===== src/design/pll_clock_control_pkg.sv =====
// Constants shared by the PLL clock control block
`default_nettype none
package pll_clock_control_pkg;
	localparam int ADDR_W = 2;
	localparam int DATA_W = 8;
	localparam logic [1:0] PLL_CONTROL_OFS = 2'h0;
	localparam logic [1:0] BANDWIDTH_CONTROL_OFS = 2'h1;
	localparam logic [1:0] PLL_PROGRAM_OFS = 2'h2;
	// pll_control_reg fields
	localparam int IRQ_EN_BIT = 7;
	localparam int FLAG_BIT = 6;
	localparam int PWR_BIT = 5;
	localparam int BCS_BIT = 4;
	localparam logic [3:0] CTL_UNUSED_READ = 4'h f;
	// bandwidth_control_reg fields
	localparam int AUTO_BIT = 7;
	localparam int LOCK_BIT = 6;
	localparam int TRACK_BIT = 5;
	localparam int XLOSS_BIT = 4;
	// pll_program_reg fields
	localparam int MUL_LSB = 4;
	localparam int RANGE_LSB = 0;
	localparam logic [3:0] MUL_RESET = 4'h6;
	localparam logic [3:0] RANGE_RESET = 4'h6;
	localparam logic PWR_RESET = 1'b1;
	// Source edges to wait for on a switch-over
	localparam logic [1:0] SWITCH_EDGES = 2'h3;
	typedef enum logic [1:0] {
		ST_RUN = 2'b01,
		ST_SWITCH = 2'b10
	} switch_state_t;
endpackage
`default_nettype wire


===== src/design/pll_clock_control.sv =====
// PLL clock control: register file, base clock selector and lock flag
//
// The placing of the registers and the strobed register port were chosen for this implementation.
`default_nettype none
// What this block does
// - Select bit picks VCO or crystal, halved
// - Output frozen while switching sources
// - Select needs the old power bit; the old select bit holds power
// - Control register low nibble reads ones
// - Auto bandwidth bit, reset to manual
// - Lock reads status in auto, else zero
// - Tracking bit: status auto, control manual
// - Manual tracking value held during auto
// - Write one, wait, read crystal loss
// - Crystal loss reads zero unless VCO selected
// - Multiplier zero acts as one, reset six
// - Multiplier locked while PLL powered
// - Range locked while PLL powered
// - Zero range disables PLL, blocks select
// - Lock change sets flag in auto
// - Manual mode: no irq, flag zero
// - Select allowed while unlocked
// - Stop holds clock and irq outputs low, disables PLL
// - Stop clears select bit
// - Break protects flag unless clear enabled
// - Control register access clears flag
// - Switch waits three edges of each source
// - Irq enable forced zero in manual
module pll_clock_control (
	input wire logic i_ref_clk,
	input wire logic i_sys_rst,
	input wire logic [pll_clock_control_pkg::ADDR_W-1:0] i_addr,
	input wire logic [pll_clock_control_pkg::DATA_W-1:0] i_wr_data,
	input wire logic i_wr,
	input wire logic i_rd,
	output logic [pll_clock_control_pkg::DATA_W-1:0] o_rd_data,
	input wire logic i_crystal_clock,
	input wire logic i_vco_clock,
	input wire logic i_pll_locked,
	input wire logic i_pll_tracking,
	input wire logic i_osc_enable_in,
	input wire logic i_break_active,
	input wire logic i_break_clear_enable,
	output logic o_base_clock_out,
	output logic o_crystal_clock,
	output logic o_lock_irq_out,
	output logic o_pll_enable,
	output logic o_auto_bandwidth,
	output logic o_manual_tracking,
	output logic [3:0] o_feedback_multiplier,
	output logic [3:0] o_vco_range_factor
);
	// Source clocks are sampled, so each must stay below half of i_ref_clk
	function automatic logic [3:0] eff_mul(input logic [3:0] m);
		eff_mul = (m == 4'h0) ? 4'h1 : m;
	endfunction

	// Saturating edge counter for the switch-over
	function automatic logic [1:0] count_edge(input logic [1:0] c, input logic e);
		count_edge = (e && c != pll_clock_control_pkg::SWITCH_EDGES) ? c + 2'h1 : c;
	endfunction

	function automatic logic addr_hit(input logic [1:0] a, input logic [1:0] ofs);
		addr_hit = a == ofs;
	endfunction

	// Software-visible register bits
	logic lock_irq_enable;
	logic lock_change_flag;
	logic pll_power_on;
	logic base_clock_select;
	logic auto_bw;
	logic manual_track;
	logic crystal_loss_flag;
	logic [3:0] feedback_multiplier;
	logic [3:0] vco_range_factor;

	// Edge history and clock selector
	logic lock_prev;
	logic xclk_prev;
	logic vclk_prev;
	logic active_vco;
	pll_clock_control_pkg::switch_state_t st;
	logic [1:0] xcnt;
	logic [1:0] vcnt;
	logic div_q;

	// Output flops
	logic [7:0] rd_data;
	logic crystal_q;
	logic irq_q;
	logic pll_en_q;

	// Next values, grouped as above
	logic next_lock_irq_enable;
	logic next_lock_change_flag;
	logic next_pll_power_on;
	logic next_base_clock_select;
	logic next_auto_bw;
	logic next_manual_track;
	logic next_crystal_loss_flag;
	logic [3:0] next_feedback_multiplier;
	logic [3:0] next_vco_range_factor;

	logic next_active_vco;
	pll_clock_control_pkg::switch_state_t next_st;
	logic [1:0] next_xcnt;
	logic [1:0] next_vcnt;
	logic next_div_q;

	logic [7:0] next_rd_data;
	logic next_crystal_q;
	logic next_irq_q;
	logic next_pll_en_q;

	// Decodes and events
	logic wr_ctl;
	logic wr_bw;
	logic wr_prog;
	logic x_edge;
	logic v_edge;
	logic lock_seen;
	logic flag_clear;
	logic range_zero;

	// Register file next state
	always_comb begin
		wr_ctl = i_wr && addr_hit(i_addr, pll_clock_control_pkg::PLL_CONTROL_OFS);
		wr_bw = i_wr && addr_hit(i_addr, pll_clock_control_pkg::BANDWIDTH_CONTROL_OFS);
		wr_prog = i_wr && addr_hit(i_addr, pll_clock_control_pkg::PLL_PROGRAM_OFS);
		// Source edges, seen one reference cycle late
		x_edge = i_crystal_clock && !xclk_prev;
		v_edge = i_vco_clock && !vclk_prev;
		lock_seen = auto_bw && i_pll_locked;
		range_zero = vco_range_factor == 4'h0;
		// Read or write of the control register, guarded in break
		flag_clear = (i_rd || i_wr) && addr_hit(i_addr, pll_clock_control_pkg::PLL_CONTROL_OFS)
			&& (!i_break_active || i_break_clear_enable);

		// Hold unless written or forced
		next_lock_irq_enable = lock_irq_enable;
		next_pll_power_on = pll_power_on;
		next_base_clock_select = base_clock_select;
		next_auto_bw = auto_bw;
		next_manual_track = manual_track;
		next_crystal_loss_flag = crystal_loss_flag;
		next_feedback_multiplier = feedback_multiplier;
		next_vco_range_factor = vco_range_factor;

		if (wr_ctl) begin
			next_lock_irq_enable = i_wr_data[pll_clock_control_pkg::IRQ_EN_BIT];
			// Power cannot drop while VCO drives the output
			next_pll_power_on = i_wr_data[pll_clock_control_pkg::PWR_BIT]
				|| base_clock_select;
			// Uses the old power bit, so power-up and select take two writes
			next_base_clock_select = i_wr_data[pll_clock_control_pkg::BCS_BIT]
				&& pll_power_on && !range_zero;
		end

		if (wr_bw) begin
			next_auto_bw = i_wr_data[pll_clock_control_pkg::AUTO_BIT];
			if (!auto_bw) begin
				next_manual_track = i_wr_data[pll_clock_control_pkg::TRACK_BIT];
			end
			// A probe starts by writing one; any crystal edge clears it
			if (i_wr_data[pll_clock_control_pkg::XLOSS_BIT]) begin
				next_crystal_loss_flag = 1'b1;
			end
		end

		if (wr_prog && !pll_power_on) begin
			next_feedback_multiplier = i_wr_data[pll_clock_control_pkg::MUL_LSB +: 4];
			next_vco_range_factor = i_wr_data[pll_clock_control_pkg::RANGE_LSB +: 4];
		end

		// Forced values last, so they beat any write
		// Loss probe means nothing with the crystal source
		if (x_edge || !base_clock_select) begin
			next_crystal_loss_flag = 1'b0;
		end
		if (!next_auto_bw) begin
			next_lock_irq_enable = 1'b0;
		end
		if (next_vco_range_factor == 4'h0 || !i_osc_enable_in) begin
			next_base_clock_select = 1'b0;
		end

		// Set wins over a clear in the same cycle
		next_lock_change_flag = lock_change_flag && !flag_clear;
		if (auto_bw && lock_seen != lock_prev) begin
			next_lock_change_flag = 1'b1;
		end
		if (!auto_bw) begin
			next_lock_change_flag = 1'b0;
		end
	end

	// Base clock selector: run, or frozen while switching
	always_comb begin
		next_st = st;
		next_active_vco = active_vco;
		next_xcnt = count_edge(xcnt, x_edge);
		next_vcnt = count_edge(vcnt, v_edge);
		next_div_q = div_q;
		case (st)
			pll_clock_control_pkg::ST_RUN: begin
				next_xcnt = 2'h0;
				next_vcnt = 2'h0;
				if (base_clock_select != active_vco) begin
					next_st = pll_clock_control_pkg::ST_SWITCH;
				// One toggle per source edge halves the source
				end else if (active_vco ? v_edge : x_edge) begin
					next_div_q = !div_q;
				end
			end
			pll_clock_control_pkg::ST_SWITCH: begin
				// Output holds its level here
				if (next_xcnt == pll_clock_control_pkg::SWITCH_EDGES
					&& next_vcnt == pll_clock_control_pkg::SWITCH_EDGES) begin
					next_active_vco = base_clock_select;
					next_st = pll_clock_control_pkg::ST_RUN;
				end
			end
			default: begin
				next_st = pll_clock_control_pkg::ST_RUN;
			end
		endcase

		// Stop: VCO may be dead, so abandon any switch-over
		if (!i_osc_enable_in) begin
			next_st = pll_clock_control_pkg::ST_RUN;
			next_active_vco = 1'b0;
			next_div_q = 1'b0;
		end
	end

	// Read port and output flops
	always_comb begin
		next_rd_data = 8'h00;
		if (i_rd) begin
			case (i_addr)
				pll_clock_control_pkg::PLL_CONTROL_OFS: begin
					next_rd_data = {lock_irq_enable, lock_change_flag && auto_bw,
						pll_power_on, base_clock_select,
						pll_clock_control_pkg::CTL_UNUSED_READ};
				end
				pll_clock_control_pkg::BANDWIDTH_CONTROL_OFS: begin
					next_rd_data = {auto_bw, lock_seen,
						auto_bw ? i_pll_tracking : manual_track,
						crystal_loss_flag && base_clock_select, 4'h0};
				end
				pll_clock_control_pkg::PLL_PROGRAM_OFS: begin
					next_rd_data = {feedback_multiplier, vco_range_factor};
				end
				default: begin
					next_rd_data = 8'h00;
				end
			endcase
		end

		// Stop holds every clock and irq output low
		next_crystal_q = i_osc_enable_in && i_crystal_clock;
		next_irq_q = i_osc_enable_in && auto_bw
			&& lock_change_flag && lock_irq_enable;
		next_pll_en_q = i_osc_enable_in && pll_power_on && !range_zero;
	end

	// Register file flops
	always_ff @(posedge i_ref_clk or posedge i_sys_rst) begin
		if (i_sys_rst) begin
			lock_irq_enable <= 1'b0;
			lock_change_flag <= 1'b0;
			pll_power_on <= pll_clock_control_pkg::PWR_RESET;
			base_clock_select <= 1'b0;
			auto_bw <= 1'b0;
			manual_track <= 1'b0;
			crystal_loss_flag <= 1'b0;
			feedback_multiplier <= pll_clock_control_pkg::MUL_RESET;
			vco_range_factor <= pll_clock_control_pkg::RANGE_RESET;
			lock_prev <= 1'b0;
		end else begin
			lock_irq_enable <= next_lock_irq_enable;
			lock_change_flag <= next_lock_change_flag;
			pll_power_on <= next_pll_power_on;
			base_clock_select <= next_base_clock_select;
			auto_bw <= next_auto_bw;
			manual_track <= next_manual_track;
			crystal_loss_flag <= next_crystal_loss_flag;
			feedback_multiplier <= next_feedback_multiplier;
			vco_range_factor <= next_vco_range_factor;
			lock_prev <= lock_seen;
		end
	end

	// Selector flops
	always_ff @(posedge i_ref_clk or posedge i_sys_rst) begin
		if (i_sys_rst) begin
			xclk_prev <= 1'b0;
			vclk_prev <= 1'b0;
			active_vco <= 1'b0;
			st <= pll_clock_control_pkg::ST_RUN;
			xcnt <= 2'h0;
			vcnt <= 2'h0;
			div_q <= 1'b0;
		end else begin
			xclk_prev <= i_crystal_clock;
			vclk_prev <= i_vco_clock;
			active_vco <= next_active_vco;
			st <= next_st;
			xcnt <= next_xcnt;
			vcnt <= next_vcnt;
			div_q <= next_div_q;
		end
	end

	always_ff @(posedge i_ref_clk or posedge i_sys_rst) begin
		if (i_sys_rst) begin
			rd_data <= 8'h00;
			crystal_q <= 1'b0;
			irq_q <= 1'b0;
			pll_en_q <= 1'b0;
		end else begin
			rd_data <= next_rd_data;
			crystal_q <= next_crystal_q;
			irq_q <= next_irq_q;
			pll_en_q <= next_pll_en_q;
		end
	end

	// Ports come straight from flops, the multiplier through eff_mul
	always_comb begin
		o_rd_data = rd_data;
		o_base_clock_out = div_q;
		o_crystal_clock = crystal_q;
		o_lock_irq_out = irq_q;
		o_pll_enable = pll_en_q;
		o_auto_bandwidth = auto_bw;
		o_manual_tracking = manual_track;
		o_feedback_multiplier = eff_mul(feedback_multiplier);
		o_vco_range_factor = vco_range_factor;
	end
endmodule
`default_nettype wire


===== config.mk =====
export PLATFORM = sky130hd
export DESIGN_NAME = pll_clock_control
export DESIGN_NICKNAME = d
export VERILOG_FILES = /design/src/design/pll_clock_control_pkg.sv /design/src/design/pll_clock_control.sv
export SDC_FILE = /design/constraint.sdc
export NUM_CORES = 1
export LEC_CHECK = 0
export BUFFER_PORTS_ARGS = -buffer_cell sky130_fd_sc_hd__buf_2
export CAP_MARGIN = 30
export CORE_MARGIN = 2
export CORE_UTILIZATION = 52
export DETAILED_ROUTE_END_ITERATION = 16
export PLACE_DENSITY_LB_ADDON = 0.1
export RECOVER_POWER = 50
export REMOVE_ABC_BUFFERS = 1
export SYNTH_ARGS = -nofsm -noshare
export SYNTH_HDL_FRONTEND = slang
export SYNTH_SLANG_ARGS = --single-unit
export TNS_END_PERCENT = 5

===== constraint.sdc =====
create_clock -name i_ref_clk -period 2.15 [get_ports i_ref_clk]
set_input_delay 0.1075 -clock i_ref_clk [delete_from_list [all_inputs] [get_ports i_ref_clk]]
set_output_delay 0.1075 -clock i_ref_clk [all_outputs]
set_load 0.01 [all_outputs]

* After elaboration in Yosys (flattened, before gate mapping)
Index checks and enable logic that the tools add are counted.
Word-level totals: logic and storage cells 123, flip-flop bits (word level) 37
Operators by class: equality and inequality tests 18, add/subtract/negate cells 2, reductions and logical operators 50, multiplexer cells 31, bitwise gates (word level) 1
Operator list (count):
- $logic_and 1x1->1 | 24
- $pmux 8 s3 | 1
- $mux 1 | 19
- $mux 2 | 7
- $logic_not 4->1 | 3
- $ne 2x1->1 const B | 5
- $logic_not 1->1 | 9
- $eq 2x2->1 const B | 4
- $mux 4 | 2
- $mux 8 | 1
- $reduce_and 2->1 | 4
- $ne 2x2->1 const B | 3
- $ne 3x3->1 const B | 2
- $reduce_bool 2->1 | 3
- $logic_or 1x1->1 | 5
- $add 2x1->2 const B | 2
- $eq 2x1->1 const B | 2
- $pmux 2 s2 | 1
- $reduce_and 3->1 | 1
- $logic_not 2->1 | 1
- $ne 1x1->1 | 2
- $not 1->1 | 1

* Depth between registers and ports, before layout
Gate-level depths: netlist of the first run.
depth in word-level cells 9, depth in mapped cells 5, mapped depth without buffers 5

* Least setup slack after synthesis of the first run
Ideal clock, no wire load.
path type reg-to-reg, start point register pll_power_on, end point register base_clock_select, setup slack 591 ps, cell stages (with the launch flop) 6, setup time 123 ps, arrival time 1435 ps, required time 2027 ps, cells stage by stage dfstp_2 and4bb_1 buf_6 mux2_4 nor4_2 nor2_1
On the way: cells in the longest elaborated chain, start to end 6, elaborated cells on any way between the ends 10, those cells by class mux: 3; reduce/logical: 7
Ends and longest elaborated chain:
- from (decl) | RTL line pll_clock_control.sv:70 | logic pll_power_on;
- from (signal assigned) | RTL line pll_clock_control.sv:273 | pll_power_on <= pll_clock_control_pkg::PWR_RESET;
- from (signal assigned) | RTL line pll_clock_control.sv:284 | pll_power_on <= next_pll_power_on;
- $logic_not 1->1 * | RTL line pll_clock_control.sv:171 | if (wr_prog && !pll_power_on) begin
- $logic_and 1x1->1 * | RTL line pll_clock_control.sv:171
- $mux 4 * | RTL line pll_clock_control.sv:171
- net next_vco_range_factor[0] | RTL line pll_clock_control.sv:103 | logic [3:0] next_vco_range_factor;
- $logic_not 4->1 * | RTL line pll_clock_control.sv:184 | if (next_vco_range_factor == 4'h0 || !i_osc_enable_in) begin
- $logic_or 1x1->1 * | RTL line pll_clock_control.sv:184
- $mux 1 / $reduce_bool 2->1 (equally long branches)
- to (signal assigned) | RTL line pll_clock_control.sv:285 | base_clock_select <= next_base_clock_select;
- to (decl) | RTL line pll_clock_control.sv:71 | logic base_clock_select;
Mark *: on every way through the listed nets, which the timed path passes. The rest lies on a longest branch. The select of a mux whose other input is x is not followed. A chain may end at the register's enable or synchronous reset.

* Worst setup path after layout of the first run
Ends and elaborated chain as after synthesis.

==> impl_metrics.toml, run 1 <==
[die]
dieArea_um2 = 3723
die_h_um = 61.02
core.rowCount = 20
coreArea_um2 = 3078
start_util_pct = 54.92
die_w_um = 61.02
ioPinCount = 43

[hold_path]
hold_path_class = "input port to flip-flop"
hold_start = "i_wr_data[0]"

[pwr]
p_total_mw = 1.618
pwr-share-clk_pct = 21.3
combPwrFrac_pct = 23.5
p_per_area_nw_per_um2 = 804.8
irDropWorstVdd_v = 0.0005404
switching_power_mw = 0.4902
internal_power_mw = 1.128
switching_share_pct = 30.29
leakage_nw = 0.9848
seq_power_share_pct = 55.2

[sta]
min_period_ps = 1703
max_freq_mhz = 587.2
rsz0062_at_grt = "no"
fin_crit_sh_pct = 79.20
tightest_slew_ps = 868.9
max_slew_margin_pct = 42.08
finClkSkew_ps = 9.679
hold_viol = 0
finalSetupViolations = 0
setup-tns-final_ps = 0
finalMaxSlewViolations = 0

[detailed_routing]
vias = 1215
first_pass_iters = 4
routedWlPerCell_um = 13.37
totalWireLength_mm = 3.168
vias_per_cell = 5.127
drc = 0
postRouteAntennaNets = 0
drtIter0Drc = 34

[logic_synthesis]
synth_edf_count = 0
syn_inst = 146
async_flop_share_pct = 100.0
ys_seq_area_share_pct = 55.22
synthFlopType = "dfrtp_1"
synthDistinctLibCells = 38
ys_seq_elements = 37
synth_area_um2 = 1690
syn_area_per_cell_um2 = 11.58
yosysWarnings = 0

[placement]
dp_hpwl_mm = 2.399
port_buffers = 42
place_area_um2 = 1924
globalplace.congestion = 0.7539

[status]
status = "complete, no violations"

[clocking]
ctsLongestPathBuffers = 2
root_buffer = "clkbuf_4"
clk_latency_ps = 340
cts_made_buffers = 5
cts_tree = "done"
path_clk_slew_ps = 100
h-tree-depth = 2
cts_sinks = 37
cts-resized-gates = 0

[setup_path]
path_max_fanout = 8
cp.arrival_ps = 1930
max_stage_delay_ps = 490
crit_buf_inv = 0
crit_path_top_delay_cell = "and4bb_1"
cp.required_ps = 2380
timing.rr.start = "pll_power_on"
path_cells = "and4bb_1, mux2_2, nor4_2, nor2_1"
crit_start = "pll_power_on"
cpLargestDelayFamily = "simple AND/OR/NAND/NOR gates"
critPathLaunchType = "flip-flop"
critPathKind = "flip-flop to flip-flop"
end_kind = "flip-flop"

[finish]
syn_to_final_growth_pct = 18.95
n_antenna_cell = 0
design_area_um2 = 2011
mostFrequentLayoutCells = "buf_2, dfrtp_1, nor2_1, mux2_2, a21oi_1"
layout_commonest_cell = "buf_2"
nNetsFinal = 215
final_core_util_pct = 65.33
drive_gt1_share_pct = 35.23

[global_routing]
grt_first_pass_wirelength_mm = 5.347
first_global_vias = 1177
antenna_found_initial = 0
grt_overflow = 0
grt.total_usage_pct = 19.97
grt_max_degree = 38

[run]
maxCapViolations = 0
[power groups by stage]
| stage | clock, mW | sequential (mW) | combinational (mW) |
|---|---|---|---|
| global placement | 0 | 0.905 | 0.371 |
| detailed placement | 0 | 0.910 | 0.381 |
| floorplan | 0 | 0.931 | 0.193 |
| global route | 0.389 | 0.906 | 0.421 |
| CTS | 0.356 | 0.897 | 0.388 |
| finish | 0.344 | 0.893 | 0.380 |
[metal layers]
metal | part of all wire [%] | GRT usage (%)
met5 | 0 | 0
met4 | 1.5 | 8.385
met3 | 4.5 | 4.622
met2 | 51 | 33.49
met1 | 43 | 25.00
[final timing paths]
kind / to / slack [ps] / cells after the start
min in group asynchronous: o_crystal_clock / 550 / 4
max: base_clock_select / 450 / 4
min reg2reg: pll_power_on / 530 / 2
min: o_vco_range_factor[0] / 20 / 2
max reg2reg: base_clock_select / 450 / 4
max in group asynchronous: o_vco_range_factor[0] / 1050 / 4
[layout make-up]
class,count,area (um^2)
clock buffer,6,41.29
clock inverter,2,10.01
fill,276,1067
inverter,8,30.03
multi-input combinational,93,688.2
sequential,37,933.4
tap,44,55.05
timing repair buffer,47,252.7
[repair_timing]
action | 4_1_cts | 5_1_grt
hold buffers | 4 | 0
setup buffers | 0 | 0
hold endpoints to repair | 34 | 0
setup endpoints to repair | 0 | 0
[cells in the mapped netlist, drive strengths merged (4+ instances only)]
cell | n | area (um^2)
xnor2 | 4 | 35.03
nand2b | 5 | 31.28
dfstp | 6 | 157.7
mux2i | 5 | 50.05
nor2 | 10 | 37.54
nand2 | 7 | 26.28
nor2b | 5 | 31.28
and2 | 6 | 37.54
a21oi | 9 | 45.04
clkbuf | 6 | 22.52
dfrtp | 31 | 775.7
o21ai | 4 | 20.02
mux2 | 12 | 142.6
inv | 8 | 30.03
[kinds of logic (layout without fill, tap and decap cells)]
group / count (synthesis) / after routing / share of synthesized area (%)
simple gates: 46 / 46 / 16.95
mux: 17 / 17 / 11.40
xor+xnor: 5 / 5 / 2.591
compound gates: 23 / 23 / 8.291
buf+inv: 16 / 63 / 4.071
fa+ha+maj: 2 / 2 / 1.480
flops: 37 / 37 / 55.22
[through the flow]
| step | cells | hold slack [ps] | setup WS, ps |
|---|---|---|---|
| 6_report | 237 | 19.25 | 447.1 |
| 5_1_grt | 237 | 2.757 | 335.2 |
| 4_1_cts | 237 | 11.22 | 415.1 |
| 3_5_place_dp | 225 | 231.9 | 438.0 |
| 3_3_place_gp | 225 | 220.5 | 514.0 |
| 2_1_floorplan | 138 | 138.9 | 592.6 |
[flip-flops by register name (all words and copies together), names as in the netlist, 2 cells and up]
name	flops
o_rd_data	8
vcnt	2
o_vco_range_factor	4
xcnt	2
st	2
feedback_multiplier	4
(Power assumes the default switching activity.)
==> run 2: changes to the inputs <==
--- a/config.mk
+++ b/config.mk
@@ -5,6 +5,7 @@
 export SDC_FILE = /design/constraint.sdc
 export NUM_CORES = 1
 export LEC_CHECK = 0
+export ABC_AREA = 1
 export BUFFER_PORTS_ARGS = -buffer_cell sky130_fd_sc_hd__buf_2
 export CAP_MARGIN = 30
 export CORE_MARGIN = 2
==> constraint.sdc (replaced) <==
create_clock -name i_ref_clk -period 1.7 [get_ports i_ref_clk]
set_input_delay 0.085 -clock i_ref_clk [delete_from_list [all_inputs] [get_ports i_ref_clk]]
set_output_delay 0.085 -clock i_ref_clk [all_outputs]
set_load 0.01 [all_outputs]
==> run 2 against run 1 <==
Sequential share of layout area decreased by 4.7 points. Clock skew increased by 5.8 ps. Largest cell class unchanged. Total power up 33%. Worst setup slack lost 210 ps. Largest power group unchanged. Count of clock-buffer cells in the layout unchanged. Routed wire length is 11% higher. First-iteration DRC count increased by 110%. Worst hold slack lost 2.8 ps.
==> impl_metrics.toml, run 2 <==
[status]
status = "complete, no violations"

[logic_synthesis]
synth-adder-area-share_pct = 1.423
synth_top_area_share_pct = 44.13
syn_inst = 212
yosysMostFrequentCell = "nand2_1"
synth_top_family_by_area = "simple AND/OR/NAND/NOR gates"
synth_area_um2 = 1758
synth_area_leaders = "dfrtp_1, nand2_1, dfstp_2"
synthSimpleGateAreaFrac_pct = 22.42
synth_compound_area_share_pct = 11.25
syn_area_per_cell_um2 = 8.292
yosysTopAreaCell = "dfrtp_1"
synth_edf_count = 0
muxShareOfSynthArea_pct = 1.281
yosysWarnings = 0
synthDistinctLibCells = 28
synth-xor-area-share_pct = 0.4982
ys_seq_elements = 37
ys_top_cells_by_count = "nand2_1, inv_1, dfrtp_1"
synthFlopType = "dfrtp_1"
async_flop_share_pct = 100.0
ys_seq_area_share_pct = 53.10

[sta]
min_period_ps = 1466
finClkSkew_ps = 15.45
tightest_slew_ps = 885.6
max_slew_margin_pct = 40.96
finalMaxSlewViolations = 0
max_freq_mhz = 682.3
hold_viol = 0
finalSetupViolations = 0
fin_crit_sh_pct = 86.21
rsz0062_at_grt = "no"
setup-tns-final_ps = 0

[die]
start_util_pct = 53.52
die_h_um = 62.15
die_w_um = 62.15
coreArea_um2 = 3284
core.rowCount = 21
ioPinCount = 43
dieArea_um2 = 3862

[detailed_routing]
routedWlPerCell_um = 10.99
totalWireLength_mm = 3.506
postRouteAntennaNets = 0
vias = 1514
drc = 0
vias_per_cell = 4.746
drtIter0Drc = 73
first_pass_iters = 4

[finish]
multi_input_area_um2 = 653.1
syn_to_final_growth_pct = 27.33
mostFrequentLayoutCells = "nand2_1, inv_1, buf_2"
fillers = 289
final_core_util_pct = 68.15
n_antenna_cell = 0
instances_no_fill = 319
largest_reg_flops = 8
nNetsFinal = 295
regArea_um2 = 933.4
drive_gt1_share_pct = 23.08
layout_commonest_cell = "nand2_1"

[pwr]
p_per_area_nw_per_um2 = 958.6
p_total_mw = 2.146
irDropWorstVdd_v = 0.0006965
leakage_nw = 1.203

[clocking]
h-tree-depth = 2
clk_latency_ps = 340
path_clk_slew_ps = 100
cts_sinks = 37
cts_made_buffers = 5
cts_setup_buffers = 0
ctsLongestPathBuffers = 2
cts_tree = "done"
root_buffer = "clkbuf_4"

[global_routing]
grt_overflow = 0
antenna_found_initial = 0
grt_max_degree = 38
grt.total_usage_pct = 20.90
first_global_vias = 1530
grt_first_pass_wirelength_mm = 6.389

[hold_path]
hold_path_class = "input port to flip-flop"

[setup_path]
cp.required_ps = 1920
critPathLaunchType = "flip-flop"
critPathKind = "flip-flop to flip-flop"
path_max_fanout = 5
end_kind = "flip-flop"
cp.arrival_ps = 1690

[placement]
globalplace.congestion = 0.7919
port_buffers = 42
dp_hpwl_mm = 2.572
dpl.cell_count = 297

[run]
maxCapViolations = 0
[run 2: cell types whose count changed in the layout (fill, tap and decap cells not counted), sizes merged, moves of 6 or more]
cell | previous run | this run
inv | 8 | 41
and2 | 6 | 0
dlygate4sd3 | 4 | 14
nand3 | 0 | 7
mux2 | 12 | 2
nor2 | 10 | 24
nand2 | 7 | 52
o21ai | 4 | 13
[run 2: final cells by class]
cell class / count / share of cell area, %
Inverter: 41 / 6.875
Sequential cell: 37 / 41.70
Tap cell: 46 / 2.571
Clock inverter: 2 / 1.677
Timing Repair Buffer: 57 / 15.71
Multi-Input combinational cell: 130 / 29.18
Clock buffer: 6 / 2.292
[run 2: where the power goes]
group / total (mW) / switching (mW) / internal [mW]
clock network: 0.639 / 0.289 / 0.349
logic: 0.442 / 0.258 / 0.184
registers: 1.06 / 0.0638 / 1.00
total: 2.15 / 0.611 / 1.53
[run 2: critical path: stages (launching register included)]
cell and delay [ps]:
dfrtp_1 420, ha_1 210, inv_1 130, nand3_2 130, nand2_1 70, nand2_1 60, nor2_1 140, nand2_1 70
nand2_1 50, o21ai_1 70
[run 2: logic make-up (layout without fill, tap and decap cells)]
logic type                 count (synthesis)  count (layout)
and+or+nand+nor                           92              92
buffers and inverters                     45             106
DFF                                       37              37
AOI/OAI and AO/OA                         33              33
adders and majority gates                  2               2
muxes                                      2               2
xor gates and xnor gates                   1               1
[run 2: timing repair]
item	CTS	global route
endpoints found under the hold margin	49	0
setup endpoints to repair	0	2
resized for setup	0	1
hold buffers	14	0
[run 2: layer usage]
metal / share of wire [%] / wire [um] / track usage [%] / vias up
li1: - / - / - / 790
met1: 46 / 1601 / 25.79 / 686
met2: 48 / 1688 / 35.87 / 32
met3: 4.6 / 161 / 5.616 / 6
met4: 1.5 / 54 / 6.667 / 0
met5: 0 / 0 / 0 / -
[run 2: final timing paths]
| path | slack, ps | start | to | cells after the start |
|---|---|---|---|---|
| max in group asynchronous | 600 | i_sys_rst | o_rd_data[3] | 4 |
| worst max-delay path | 230 | xcnt[0] | st[1] | 9 |
| worst min-delay path | 20 | i_osc_enable_in | o_crystal_clock | 3 |
| worst max register to register | 230 | xcnt[0] | st[1] | 9 |
| min in group asynchronous | 540 | i_sys_rst | o_lock_irq_out | 4 |
| worst min register to register | 510 | pll_power_on | o_pll_enable | 2 |
[run 2: metrics by stage]
step	setup WS (ps)	hold WS (ps)	area, um^2
5_1_grt	29.67	4.177	2238
4_1_cts	205.7	3.121	2240
3_3_place_gp	278.5	211.6	2011
3_5_place_dp	227.7	210.4	2011
2_1_floorplan	350.5	116.4	1735
6_report	234.4	16.47	2238
==> run 3: changes to the inputs <==
--- a/config.mk
+++ b/config.mk
@@ -8,12 +8,15 @@
 export ABC_AREA = 1
 export BUFFER_PORTS_ARGS = -buffer_cell sky130_fd_sc_hd__buf_2
 export CAP_MARGIN = 30
+export CELL_PAD_IN_SITES_DETAIL_PLACEMENT = 2
+export CELL_PAD_IN_SITES_GLOBAL_PLACEMENT = 2
 export CORE_MARGIN = 2
-export CORE_UTILIZATION = 52
+export CORE_UTILIZATION = 30
 export DETAILED_ROUTE_END_ITERATION = 16
 export PLACE_DENSITY_LB_ADDON = 0.1
 export RECOVER_POWER = 50
 export REMOVE_ABC_BUFFERS = 1
+export SLEW_MARGIN = 10
 export SYNTH_ARGS = -nofsm -noshare
 export SYNTH_HDL_FRONTEND = slang
 export SYNTH_SLANG_ARGS = --single-unit
==> run 3 against run 2 <==
Design area is 2.1% lower. Total power grew 7.8%. Clock power is 26% higher. Combinational power is 0.9% lower. Sequential cell count unchanged.
==> impl_metrics.toml, run 3 (synthesis results as in run 2) <==
[clocking]
cts_sinks = 37
path_clk_slew_ps = 80
ctsLongestPathBuffers = 2
root_buffer = "clkbuf_8"
h-tree-depth = 2
clk_latency_ps = 290
cts_made_buffers = 5
cts_tree = "done"

[sta]
finClkSkew_ps = 7.136
finalSetupViolations = 0
max_freq_mhz = 668.1
fin_crit_sh_pct = 88.04
timing.hold.ws_ps = 3.266
finalMaxSlewViolations = 0
timing.final.ws_setup_ps = 203.3
setup-tns-final_ps = 0
tightest_slew_ps = 952.0
hold_viol = 0
rsz0062_at_grt = "no"
max_slew_margin_pct = 36.53
min_period_ps = 1497

[global_routing]
grt_overflow = 0
grt_max_degree = 38
first_global_vias = 1669
grt_first_pass_wirelength_mm = 7.962
antenna_found_initial = 0
grt.total_usage_pct = 16.15

[setup_path]
cp.required_ps = 1870
timing.rr.start = "vcnt[0]"
critPathKind = "flip-flop to flip-flop"
path_max_fanout = 4
path_cells = "ha_1, inv_1, nand3_1, nand2_1, nand2_1, nor2_1, nand2_1, nand2_1, o21ai_1"
cp.arrival_ps = 1670
r2r_slack_ps = 200
max_stage_delay_ps = 410
cpLargestDelayFamily = "simple AND/OR/NAND/NOR gates"
crit_buf_inv = 1
worst_r2r_endpoint = "st[1]"
crit_path_top_delay_cell = "dfrtp_1"
end_kind = "flip-flop"
critPathLaunchType = "flip-flop"
cp_common_cell = "nand2_1"
ff2ff_path_depth = 9

[die]
die_w_um = 80.55
die_h_um = 80.55
start_util_pct = 31.54
core.rowCount = 27
coreArea_um2 = 5574
ioPinCount = 43
dieArea_um2 = 6488

[detailed_routing]
vias = 1546
first_pass_iters = 4
routedWlPerCell_um = 13.87
drtIter0Drc = 43
vias_per_cell = 4.615
postRouteAntennaNets = 0
totalWireLength_mm = 4.647
drc = 0

[finish]
regArea_um2 = 933.4
instances_no_fill = 335
nNetsFinal = 285
layout_commonest_cell = "nand2_1"
multi_input_area_um2 = 655.6
mostFrequentLayoutCells = "nand2_1, inv_1, dfrtp_1"
drive_gt1_share_pct = 21.29
final_core_util_pct = 39.30
design_area_um2 = 2191
n_antenna_cell = 0
syn_to_final_growth_pct = 24.63
fillers = 678
largest_reg_flops = 8

[status]
status = "complete, no violations"

[placement]
place_area_um2 = 2051
port_buffers = 42
dpl.cell_count = 324
globalplace.congestion = 0.7081
dp_hpwl_mm = 3.654
place_ws_ps = 126.4

[pwr]
p_total_mw = 2.312
leakage_nw = 1.139
irDropWorstVdd_v = 0.0004421
p_per_area_nw_per_um2 = 1055

[hold_path]
min_path_cells = 2
whs_endpoint = "feedback_multiplier[2]"
hold_path_class = "input port to flip-flop"
hold_start = "i_wr_data[6]"

[run]
maxCapViolations = 0
run 3: changes by cell type in the layout (fill, tap and decap cells not counted), moves of 5 or more:
cell           change
buf_2              -9
clkbuf_8           +5
clkbuf_4           -5
dlygate4sd3_1     -11
clkbuf_1           +9
run 3: worst register-to-register path, stage by stage (launching register included):
cell and delay [ps]:
dfrtp_1 410, ha_1 220, inv_1 90, nand3_1 150, nand2_1 100, nand2_1 60, nor2_1 150, nand2_1 70
nand2_1 60, o21ai_1 70
run 3: timing repair:
| item | in CTS | in global routing |
|---|---|---|
| resized for setup | 0 | 3 |
| endpoints found under the setup margin | 0 | 4 |
| endpoints found under the hold margin | 33 | 0 |
| setup buffers | 0 | 0 |
| hold buffers | 3 | 0 |
run 3: report_power, final:
part	total, mW	switching (mW)	internal [mW]	leakage (nW)
combinational	0.438	0.274	0.164	0.616
clock	0.805	0.328	0.477	0.0574
sequential	1.07	0.0666	1.00	0.466
run 3: area by class of cell:
cell class                      count  share of cell area (%)
Sequential cell                    37                   42.60
Inverter                           41                   7.025
Tap cell                           72                   4.112
Clock buffer                        6                   3.769
Clock inverter                      2                   1.713
Timing Repair Buffer               47                   10.85
Multi-Input combinational cell    130                   29.93
run 3: worst max-delay path by stage:
stage / from / endpoint / slack [ps] / depth (start not counted)
4_1_cts: xcnt[0] / st[1] / 120 / 9
5_1_grt: vcnt[0] / st[0] / 7 / 10
3_3_place_gp: xcnt[0] / st[1] / 220 / 9
3_5_place_dp: xcnt[0] / st[1] / 130 / 9
6_report: vcnt[0] / st[1] / 200 / 9
2_1_floorplan: xcnt[0] / st[1] / 350 / 9
run 3: per-layer routing:
metal / routed length (um) / part of all wire, % / track usage [%] / vias to the layer above
li1: - / - / - / 761
met1: 1980 / 43 / 19.24 / 756
met2: 2471 / 53 / 29.00 / 23
met3: 129 / 2.8 / 3.258 / 6
met4: 66 / 1.4 / 5.085 / 0
met5: 0 / 0 / 0 / -
